## src/common/itsc_defines.svh

```systemverilog
/*
 * Holds the numeric constants of the interrupt, test-input and standby controller:
 * source count, vector table layout, break vector and reset values.
 * Assumes it is included by its bare name from the package and the design modules.
 */
`ifndef ITSC_DEFINES_SVH
`define ITSC_DEFINES_SVH

// ----------------------------------------------------------------------------
// maskable sources and vector table
// ----------------------------------------------------------------------------
`define ITSC_NUM_SRC        20
`define ITSC_SRC_ADC_DONE   5'd18
`define ITSC_SRC_BUS_CTRL   5'd19
`define ITSC_VEC_BASE       16'h0004
`define ITSC_VEC_STEP       16'h0002
`define ITSC_VEC_ADC_DONE   16'h0028
`define ITSC_VEC_BUS_CTRL   16'h002A
`define ITSC_VEC_BREAK      16'h003E

// ----------------------------------------------------------------------------
// test inputs
// ----------------------------------------------------------------------------
`define ITSC_NUM_TEST       2
`define ITSC_TEST_WATCH     0
`define ITSC_TEST_PORT      1
`define ITSC_PORT_WIDTH     8
`define ITSC_PORT_RESET     8'hFF

// ----------------------------------------------------------------------------
// reset values
// ----------------------------------------------------------------------------
`define ITSC_FLAGS_RESET    20'h00000
`define ITSC_VEC_RESET      16'h0000
`define ITSC_ID_RESET       5'h00
`define ITSC_TFLAG_RESET    2'h0

`endif

```

## src/common/itsc_pkg.sv

```systemverilog
/*
 * Holds the types of the interrupt, test-input and standby controller:
 * standby state encoding and the packed state records of both modules.
 * Assumes itsc_defines.svh is reachable on the include path.
 */
`include "itsc_defines.svh"

package itsc_pkg;

	// ------------------------------------------------------------------------
	// standby modes
	// ------------------------------------------------------------------------
	typedef enum logic [1:0] {
		ST_RUN  = 2'b00,
		ST_HALT = 2'b01,
		ST_STOP = 2'b10
	} standby_type;

	// ------------------------------------------------------------------------
	// state records
	// ------------------------------------------------------------------------
	typedef struct packed {
		logic [`ITSC_NUM_SRC-1:0] req_flags;
		logic                     irq_req;
		logic [4:0]               irq_id;
		logic [15:0]              vector;
		logic                     break_trap;
		standby_type              standby;
		logic                     cpu_clk_en;
		logic                     main_osc_en;
		logic                     sys_reset;
	} ctrl_state_type;

	typedef struct packed {
		logic [`ITSC_PORT_WIDTH-1:0] port_prev;
		logic [`ITSC_NUM_TEST-1:0]   flags;
		logic                        wake;
	} test_state_type;

endpackage : itsc_pkg

```

## src/common/test_input_if.sv

```systemverilog
/*
 * Carries the test-input signals between the controller top and its test unit.
 * Assumes both ends share core_clk.
 */
`timescale 1ns/10ps
`include "itsc_defines.svh"

interface test_input_if;
	logic                        watch_ovf;
	logic [`ITSC_PORT_WIDTH-1:0] port_in;
	logic [`ITSC_NUM_TEST-1:0]   test_mask;
	logic [`ITSC_NUM_TEST-1:0]   test_clr;
	logic [`ITSC_NUM_TEST-1:0]   test_flags;
	logic                        test_wake;

	modport unit (input watch_ovf, input port_in, input test_mask, input test_clr,
		output test_flags, output test_wake);
	modport ctrl (output watch_ovf, output port_in, output test_mask, output test_clr,
		input test_flags, input test_wake);
endinterface : test_input_if

```

## src/rtl/test_input_unit.sv

```systemverilog
/*
 * Holds the test-input unit: watch-timer overflow and port falling-edge flags,
 * each with its own mask; an unmasked flag raises the wake level.
 * Assumes all inputs are synchronous to core_clk.
 */
`timescale 1ns/10ps
`include "itsc_defines.svh"

module test_input_unit
	import itsc_pkg::*;
(
	// clock and reset
	input  wire logic core_clk,
	input  wire logic rst,
	// test signals
	test_input_if.unit tif
);
	test_state_type s_q;
	test_state_type s_d;

	// ------------------------------------------------------------------------
	// flag logic
	// ------------------------------------------------------------------------
	// set beats clear so an edge in the clearing cycle is kept
	always_comb
	begin
		s_d           = s_q;
		s_d.port_prev = tif.port_in;
		s_d.flags     = s_q.flags & ~tif.test_clr;
		if (tif.watch_ovf)
			s_d.flags[`ITSC_TEST_WATCH] = 1'b1;                          // see RQ6
		if (|(s_q.port_prev & ~tif.port_in))
			s_d.flags[`ITSC_TEST_PORT] = 1'b1;                           // see RQ7
		s_d.wake = |(s_d.flags & ~tif.test_mask);                       // see RQ8
	end

	// port history resets high so a pin low at start counts as a falling edge
	always_ff @(posedge core_clk)
	begin
		if (rst)
		begin
			s_q.port_prev <= `ITSC_PORT_RESET;
			s_q.flags     <= `ITSC_TFLAG_RESET;
			s_q.wake      <= 1'b0;
		end
		else
			s_q <= s_d;
	end

	assign tif.test_flags = s_q.flags;
	assign tif.test_wake  = s_q.wake;

endmodule : test_input_unit

```

## src/rtl/interrupt_test_standby_ctrl.sv

```systemverilog
/*
 * Holds the interrupt, test-input and standby controller top: maskable request
 * flags with masks and levels, priority selection and vectoring, break trap,
 * HALT/STOP standby with clock enables, main oscillator shutdown and reset merge.
 * Assumes all inputs are synchronous to core_clk and the CPU acknowledges a request
 * with a one-cycle pulse.
 */
`timescale 1ns/10ps
`include "itsc_defines.svh"

// Operation
// RQ1 - ADC completion requests at priority 18, vector 0028H.
// RQ2 - Bus-controller request at priority 19, vector 002AH, every code write or runaway.
// RQ3 - Break instruction always traps to 003EH regardless of masks or priorities.
// RQ4 - Among pending maskable requests the lowest priority number wins; code serves high-level requests first, lowest number within a level.
// RQ5 - Each source has request, mask, level flags; global enable and in-service level gate.
// RQ6 - Watch timer overflow sets its own test flag, apart from interrupts.
// RQ7 - Falling edge on any port-4 input sets the external test flag.
// RQ8 - Each test flag has its own mask; masked flags do not act.
// RQ9 - HALT stops the CPU clock, oscillators keep running.
// RQ10 - STOP halts main oscillator; only subsystem-clocked logic runs.
// RQ11 - On subsystem clock the stop bit shuts main oscillator; STOP unusable then.
// RQ12 - Software waits oscillation settling before returning to main clock.
// RQ13 - Device resets from low reset pin or watchdog runaway.
// RQ14 - Forward only unmasked, globally enabled requests above the in-service level.
module interrupt_test_standby_ctrl
	import itsc_pkg::*;
#(
	parameter int NUM_SRC = `ITSC_NUM_SRC
)
(
	// clock and reset
	input  wire logic                        core_clk,
	input  wire logic                        rst,
	// reset sources
	input  wire logic                        reset_pin_n,
	input  wire logic                        watchdog_runaway,
	// peripheral request pulses, one per default priority
	input  wire logic [NUM_SRC-1:0]          irq_src,
	// per-source and global configuration
	input  wire logic [NUM_SRC-1:0]          mask_bit,
	input  wire logic [NUM_SRC-1:0]          level_select_flag,
	input  wire logic [NUM_SRC-1:0]          req_flag_clr,
	input  wire logic                        global_irq_enable,
	input  wire logic                        in_service_level,
	// cpu handshake
	input  wire logic                        irq_ack,
	input  wire logic                        break_exec,
	input  wire logic                        halt_exec,
	input  wire logic                        stop_exec,
	// clock control
	input  wire logic                        cpu_on_subclk,
	input  wire logic                        main_clock_stop_bit,
	// test inputs
	input  wire logic                        watch_overflow_test,
	input  wire logic [`ITSC_PORT_WIDTH-1:0] port_falling_test,
	input  wire logic [`ITSC_NUM_TEST-1:0]   test_mask,
	input  wire logic [`ITSC_NUM_TEST-1:0]   test_clr,
	// request and trap outputs
	output logic                             irq_req,
	output logic [4:0]                       irq_id,
	output logic [15:0]                      irq_vector,
	output logic                             break_trap,
	output logic [NUM_SRC-1:0]               req_flags,
	output logic [`ITSC_NUM_TEST-1:0]        test_flags,
	output logic                             test_wake,
	// clock and reset outputs
	output logic                             cpu_clk_en,
	output logic                             main_osc_en,
	output logic                             sys_reset
);
	import itsc_pkg::*;

	ctrl_state_type s_q;
	ctrl_state_type s_d;
	test_input_if   tif ();

	// ------------------------------------------------------------------------
	// helpers
	// ------------------------------------------------------------------------
	// vector table is evenly spaced from the base, two bytes per source
	function automatic logic [15:0] vector_of(input logic [4:0] id);
		vector_of = `ITSC_VEC_BASE + (`ITSC_VEC_STEP * {11'h000, id});   // see RQ1, RQ2
	endfunction : vector_of

	// lowest set index of a request vector; found flag in the msb
	function automatic logic [5:0] first_set(input logic [NUM_SRC-1:0] v);
		first_set = 6'h00;
		for (int i = NUM_SRC - 1; i >= 0; i--)
			if (v[i])
				first_set = {1'b1, i[4:0]};                             // see RQ4
	endfunction : first_set

	// ------------------------------------------------------------------------
	// test unit
	// ------------------------------------------------------------------------
	assign tif.watch_ovf = watch_overflow_test;
	assign tif.port_in   = port_falling_test;
	assign tif.test_mask = test_mask;
	assign tif.test_clr  = test_clr;

	test_input_unit u_test (
		.core_clk (core_clk),
		.rst      (rst),
		.tif      (tif)
	);

	// ------------------------------------------------------------------------
	// next state
	// ------------------------------------------------------------------------
	logic [NUM_SRC-1:0] eligible;
	logic [NUM_SRC-1:0] hi_group;
	logic [5:0]         pick_hi;
	logic [5:0]         pick_any;
	logic [5:0]         pick;
	logic               reset_req;

	always_comb
	begin
		reset_req = ~reset_pin_n | watchdog_runaway;                      // see RQ13
		// unmasked, enabled, and above the level now in service
		eligible  = s_q.req_flags & ~mask_bit & {NUM_SRC{global_irq_enable}}; // see RQ5, RQ14
		if (in_service_level)
			eligible = eligible & ~level_select_flag;                     // see RQ14
		// high-level group first, then default order inside a group
		hi_group  = eligible & ~level_select_flag;
		pick_hi   = first_set(hi_group);
		pick_any  = first_set(eligible);
		pick      = pick_hi[5] ? pick_hi : pick_any;                      // see RQ4

		s_d            = s_q;
		s_d.sys_reset  = reset_req;
		s_d.break_trap = 1'b0;
		// clear by software or by the cpu taking it; a new pulse wins
		s_d.req_flags  = s_q.req_flags & ~req_flag_clr;
		if (irq_ack && s_q.irq_req)
			s_d.req_flags[s_q.irq_id] = 1'b0;
		s_d.req_flags  = s_d.req_flags | irq_src;                         // see RQ1, RQ2

		// break trap is unmaskable and outranks every maskable source
		if (break_exec)
		begin
			s_d.break_trap = 1'b1;                                        // see RQ3
			s_d.irq_req    = 1'b0;
			s_d.vector     = `ITSC_VEC_BREAK;                             // see RQ3
		end
		else
		begin
			s_d.irq_req = pick[5] && !(irq_ack && s_q.irq_req);
			s_d.irq_id  = pick[4:0];
			s_d.vector  = pick[5] ? vector_of(pick[4:0]) : s_q.vector;
		end

		// standby sequencing; any eligible request, unmasked test flag or break wakes
		unique case (s_q.standby)
			ST_RUN:
			begin
				if (stop_exec && !cpu_on_subclk)                          // see RQ11
					s_d.standby = ST_STOP;
				else if (halt_exec)
					s_d.standby = ST_HALT;
			end
			ST_HALT, ST_STOP:
			begin
				if (pick[5] || tif.test_wake || break_exec)
					s_d.standby = ST_RUN;
			end
			default:
				s_d.standby = ST_RUN;
		endcase
		s_d.cpu_clk_en  = (s_d.standby == ST_RUN);                        // see RQ9
		// stop bit only bites while the cpu is off the main clock
		s_d.main_osc_en = (s_d.standby != ST_STOP)                        // see RQ10
			&& !(main_clock_stop_bit && cpu_on_subclk);                    // see RQ11

		if (reset_req)
		begin
			s_d.req_flags  = `ITSC_FLAGS_RESET;
			s_d.irq_req    = 1'b0;
			s_d.break_trap = 1'b0;
			s_d.standby    = ST_RUN;
		end
	end

	// ------------------------------------------------------------------------
	// state register
	// ------------------------------------------------------------------------
	always_ff @(posedge core_clk)
	begin
		if (rst)
		begin
			s_q.req_flags   <= `ITSC_FLAGS_RESET;
			s_q.irq_req     <= 1'b0;
			s_q.irq_id      <= `ITSC_ID_RESET;
			s_q.vector      <= `ITSC_VEC_RESET;
			s_q.break_trap  <= 1'b0;
			s_q.standby     <= ST_RUN;
			s_q.cpu_clk_en  <= 1'b1;
			s_q.main_osc_en <= 1'b1;
			s_q.sys_reset   <= 1'b1;
		end
		else
			s_q <= s_d;
	end

	// ------------------------------------------------------------------------
	// outputs, all straight from flip-flops
	// ------------------------------------------------------------------------
	assign irq_req     = s_q.irq_req;
	assign irq_id      = s_q.irq_id;
	assign irq_vector  = s_q.vector;
	assign break_trap  = s_q.break_trap;
	assign req_flags   = s_q.req_flags;
	assign test_flags  = tif.test_flags;
	assign test_wake   = tif.test_wake;
	assign cpu_clk_en  = s_q.cpu_clk_en;
	assign main_osc_en = s_q.main_osc_en;
	assign sys_reset   = s_q.sys_reset;

endmodule : interrupt_test_standby_ctrl

```

## config.mk

```make
export PLATFORM = sky130hd
export DESIGN_NAME = interrupt_test_standby_ctrl
export DESIGN_NICKNAME = d
export VERILOG_FILES = /design/src/common/itsc_pkg.sv /design/src/common/test_input_if.sv /design/src/rtl/test_input_unit.sv /design/src/rtl/interrupt_test_standby_ctrl.sv
export VERILOG_INCLUDE_DIRS = /design/src /design/src/common
export SDC_FILE = /design/constraint.sdc
export NUM_CORES = 1
export LEC_CHECK = 0
export BUFFER_PORTS_ARGS = -buffer_cell sky130_fd_sc_hd__buf_2
export CAP_MARGIN = 10
export CORE_ASPECT_RATIO = 0.8
export CORE_MARGIN = 2
export CORE_UTILIZATION = 44
export CTS_BUF_LIST = sky130_fd_sc_hd__clkbuf_8
export DETAILED_ROUTE_END_ITERATION = 6
export PLACE_DENSITY = 0.82
export RECOVER_POWER = 50
export SLEW_MARGIN = 10
export SYNTH_ARGS = -nofsm -noshare
export SYNTH_HDL_FRONTEND = slang
export SYNTH_SLANG_ARGS = --single-unit
```

## constraint.sdc

```tcl
create_clock -name core_clk -period 5.5 [get_ports core_clk]
set_input_delay 1.65 -clock core_clk [delete_from_list [all_inputs] [get_ports core_clk]]
set_output_delay 1.65 -clock core_clk [all_outputs]
set_load 0.1 [all_outputs]
```

# --- Yosys cells after proc, flatten, opt, wreduce, memory -nomap -nowiden ---
# Cells that the tools add are included.
# W data, S select, Z words.
totals:
  ff_bits: 50
  out_inout_bits: 49
classes:
  n_addsub: 1
  bitwise_logic: 19
  order_cmp: 2
  reduce_logical: 20
  n_eq_ne: 3
  n_mux: 54
op_table:
  columns: ["operator", "n"]
  rows:
  - ["$mux W6", 43]
  - ["$and A20 B20 Y20", 6]
  - ["$not A20 Y20", 4]
  - ["$mux W20", 2]
  - ["$or A20 B20 Y20", 1]
  - ["$and A8 B8 Y8", 1]
  - ["$not A8 Y8", 1]
  - ["$reduce_or A2 Y1", 4]
  - ["$reduce_or A8 Y1", 1]
  - ["$add A3 B6 Y7 const A", 1]
  - ["$logic_and A1 B1 Y1", 6]
  - ["$lt A5 B6 Y1 const B", 1]
  - ["$mux W2", 3]
  - ["$demux W1 S5", 1]
  - ["$ge A5 B1 Y1 const B", 1]
  - ["$and A2 B2 Y2", 2]
  - ["$logic_not A2 Y1", 2]
  - ["$mux W1", 4]
  - ["$not A2 Y2", 2]
  - ["$pmux W2 S2", 1]
  - ["$logic_not A1 Y1", 3]
  - ["$reduce_or A3 Y1", 1]
  - ["$eq A2 B1 Y1 const B", 1]
  - ["$eq A2 B2 Y1 const B", 1]
  - ["5 further kinds", 6]

# --- Logic depth before layout (Yosys ltp) ---
depth:
  ltp_word: 33
  depth_mapped: 12
  depth_no_buf: 10

# --- By module ---
# Synthesis repeated with hierarchy kept, for this count alone.
unflattened:
  cells_unflattened: 436
  area_unflattened_um2: 3668.5
modules_own_cells:
  columns: ["mod", "area_each_um2", "cells_each", "instances"]
  rows:
  - ["interrupt_test_standby_ctrl", 3271.9, 395, 1]
  - ["test_input_unit", 396.6, 41, 1]

# --- Worst setup path after synthesis ---
# Ideal clock, no wire load.
synth_timing:
  path_type: "input port to flip-flop"
  startpoint: "input global_irq_enable"
  endpoint: "register s_q (netlist bit irq_vector[4])"
  arrival_ns: 3.838
  path_slack_ns: 1.550
  cell_stages: 12
  required_ns: 5.388
  n_path_buf: 2
  cell_sequence: "buf_6 -> buf_2 -> nor4bb_1 -> nor4_2 -> nand4_1 -> nor4_1 -> a22oi_1 -> inv_1 -> ha_1 -> nor2b_1 -> and4_1 -> a2111oi_1"
synth_via:
  elab_chain_cells: 28
  elab_cells_between_ends: 49
  cone_classes: "1 x add/sub; 44 x mux; 3 x bitwise; 1 x reduce/logical"
synth_lines:
  columns: ["item", "line_no", "rtl"]
  rows:
  - ["from (decl)", "interrupt_test_standby_ctrl.sv:44", "input wire logic global_irq_enable,"]
  - ["$and A20 B20 Y20 *", "interrupt_test_standby_ctrl.sv:122", "eligible = s_q.req_flags & ~mask_bit & {NUM_SRC{global_irq_enable}};"]
  - ["$and A20 B20 Y20", "interrupt_test_standby_ctrl.sv:124", "eligible = eligible & ~level_select_flag;"]
  - ["$mux W20 *", "interrupt_test_standby_ctrl.sv:123", "if (in_service_level)"]
  - ["$and A20 B20 Y20", "interrupt_test_standby_ctrl.sv:126", "hi_group = eligible & ~level_select_flag;"]
  - ["$mux W6 (20 in a row)", "interrupt_test_standby_ctrl.sv:90", "if (v[i])"]
  - ["$mux W6 *", "interrupt_test_standby_ctrl.sv:129", "pick = pick_hi[5] ? pick_hi : pick_any;"]
  - ["net pick[1]", "interrupt_test_standby_ctrl.sv:115", "logic [5:0] pick;"]
  - ["$add A3 B6 Y7 (no line) *", null, null]
  - ["$mux W6 *", "interrupt_test_standby_ctrl.sv:151", "s_d.vector = pick[5] ? vector_of(pick[4:0]) : s_q.vector;"]
  - ["$mux W6 *", "interrupt_test_standby_ctrl.sv:141", "if (break_exec)"]
  - ["to (decl)", "interrupt_test_standby_ctrl.sv:74", "ctrl_state_type s_q;"]
# Mark *: on every way through the listed nets, which the timed path passes. The rest lies on a longest branch. The select of a mux whose other input is x is not followed.
# A chain may end at the register's enable or synchronous reset.

# --- Worst setup path after layout ---
# Same ends and word-level chain as after synthesis.

==> flow_metrics.tcl <==
set metrics [dict create \
    wirelength_um 10400 \
    nNetsFinal 650 \
    start_util_pct 45.9 \
    cts_root_buf "clkbuf_8" \
    drc 0 \
    rr_worst_depth 10 \
    slew_viol_final 0 \
    fin_crit_ps 4370 \
    port_buffers 143 \
    detail_route.wl_per_cell_um 16.0 \
    antenna_found_initial 0 \
    cts-resized-gates 0 \
    tightest_slew_ps 1260 \
    fmax_ghz 0.229 \
    hold_class "reg2reg" \
    hold_violations 0 \
    whs_endpoint "irq_vector[6]" \
    synth_seq_area_share_pct 28.5 \
    cp_num_cells 11 \
    synth_top_area_share_pct 28.5 \
    gp_congestion 0.858 \
    arrival_ps 4570 \
    worst_path_largest_cell_delay_ps 720 \
    yosys-top-cells-count "49 x dfxtp_1, 44 x buf_4, 42 x nand2_1" \
    dp.cells 640 \
    synth_mux_area_share_pct 0.291 \
    yosys.area_share.simple_pct 33.4 \
    vias_per_cell 5.56 \
    ys_warn_count 0 \
    clkLatencyLatePin_ps 320 \
    clockBufferDepth 2 \
    status "finished, final reports clean" \
    die_h_um 83.1 \
    setup_tns_ps 0 \
    synth_area_per_cell_um2 7.88 \
    synth_top_family_by_area "simple AND/OR/NAND/NOR gates" \
    path_clk_slew_ps 110 \
    cts_setup_buffers 0 \
    yosys_most_used_dff "dfxtp_1" \
    synth_fa_ha_area_share_pct 1.09 \
    die_w_um 103 \
    synth_area_mm2 0.00344 \
    num_rows 28 \
    cts_inserted_buffers 5 \
    cap_viol_max_count 0 \
    dpl.hpwl_um 8190 \
    instances_no_fill 648 \
    cp-end-kind "register" \
    ys_ff_latch 49 \
    cp_max_fo 41 \
    synthArstFlopShare_pct 0 \
    drive_above_1_share_pct 25.4 \
    yosysMostFrequentCell "dfxtp_1" \
    synthCells 437 \
    syn2layout_area_growth_pct 16.3 \
    rr_endpoint "irq_vector[4]" \
    drt.antenna.violating_nets 0 \
    finalSetupViolCount 0 \
    ff2ff_setup_slack_ps 2520 \
    worstHoldStart "irq_vector[6]" \
    min_path_cells 1 \
    synth_top_cell_by_area "dfxtp_1" \
    critPathSlowestCell "nor4bb_1" \
    critPathLaunchType "primary input" \
    synth_edf_count 0 \
    path_cells "buf_2 -> nor4bb_1 -> nor4_2 -> nand4_1 -> nor4_1 -> a22oi_1 -> inv_1 -> ha_1 -> nor2b_1 -> and4_1 -> a2111oi_1" \
    rsz0062_at_grt "false" \
    critPathKind "in2reg" \
    grt_pass1_wl_um 16400 \
    pwr_density_cell_mw_per_mm2 223 \
    synthTopCellsByArea "dfxtp_1 28%, buf_4 9.6%, nand2_1 4.6%" \
    period_share_pct 79.4 \
    grtUsageTotal_pct 24.1 \
    grt_pass1_vias 3412 \
    vias 3600 \
    skew_ps 11.9 \
    crit_buf_inv 2 \
    ctsHoldBuffers 0 \
    drtIter0Drc 179 \
    antenna_cells 0 \
    yosysUniqueCellTypes 67 \
    htree_levels 2 \
    die-area_mm2 0.00855 \
    relSlewSlack_pct 15.5 \
    cp_top_family "simple AND/OR/NAND/NOR gates" \
    r2r_start "req_flags[4]" \
    core_area_mm2 0.00750 \
    p_leak_uw 0.00183 \
    top_level_ports 154 \
    cts_sinks 49 \
    peakVddDrop_v 0.000117 \
    synth_compound_area_share_pct 21.0 \
    synth_xor_area_share_pct 0 \
    worstPathRequired_ps 5700 \
    grt_overflow 0 \
    cts_tree "built" \
    grt_max_degree 42 \
    firstDrtPassIters 5 \
]
## final cells by class
type | count | area (um2)
fill | 761 | 3490
tap | 105 | 131
sequential | 49 | 981
inverter | 39 | 146
clock buffer | 5 | 68.8
timing repair buffer | 144 | 689
clock inverter | 3 | 26.3
multi-input combinational | 303 | 1960
## per-stage QoR
step / hold WS, ps / worst slack (ps) / util, % / instance area [um2] / total power (uW)
2_1_floorplan: 467 / 1550 / - / 3480 / 618
3_3_place_gp: 477 / 1070 / 52.6 / 3940 / 667
3_5_place_dp: 497 / 831 / 52.6 / 3940 / 671
4_1_cts: 517 / 1160 / 53.8 / 4040 / 900
5_1_grt: 549 / 715 / 53.4 / 4000 / 933
6_report: 521 / 1130 / 53.4 / 4000 / 893
## worst max path at each step
stage | startpoint | end
2_1_floorplan | global_irq_enable | irq_vector[4]
3_3_place_gp | global_irq_enable | irq_vector[4]
3_5_place_dp | global_irq_enable | irq_vector[4]
5_1_grt | global_irq_enable | irq_vector[4]
6_report | global_irq_enable | irq_vector[4]
4_1_cts | global_irq_enable | irq_vector[4]
## state kept, by name (all words and copies together) (netlist names), 2 cells and up
name and flops:
u_test.s_q 8, irq_id 5, req_flags 20, s_q 2, u_test.tif.test_flags 2, irq_vector 6
## where the power goes
group	total, uW	internal (uW)	leakage, uW	switching, uW
Combinational	277	72.7	0.00138	204
Clock	231	92.8	0.0000423	139
Sequential	385	372	0.000403	13.0
Total	893	537	0.00183	356
## worst register-to-register path, stage by stage (launching register included)
cell       delay (ps)
dfxtp_1           390
nor4bb_1          740
nor4_2            180
nand4_1           270
nor4_1             80
a22oi_1           280
inv_1             110
ha_1              220
nor2b_1           120
and4_1            190
a2111oi_1         290
## cell families after synthesis
group,Yosys count
compound gates,97
fa+ha+maj,3
buf+inv,94
flops,49
mux,1
other cells,1
simple gates,192
## layer usage
layer,vias to the layer above,GRT usage [%],wire length [um]
li1,1742,-,-
met5,-,0,0
met2,188,37.1,4590
met3,16,6.82,1030
met1,1654,32.7,4570
met4,0,7.06,170
## placed cells by master (no fill, tap or decap), types with 14 or more instances in the layout
cell	instances
nand3b_1	15
nor4bb_1	14
nor2_1	40
and2_1	17
inv_1	39
nand2_1	42
dfxtp_1	49
clkbuf_1	27
a31oi_1	21
buf_2	116
Note: power is estimated with default switching activity, not from simulation.
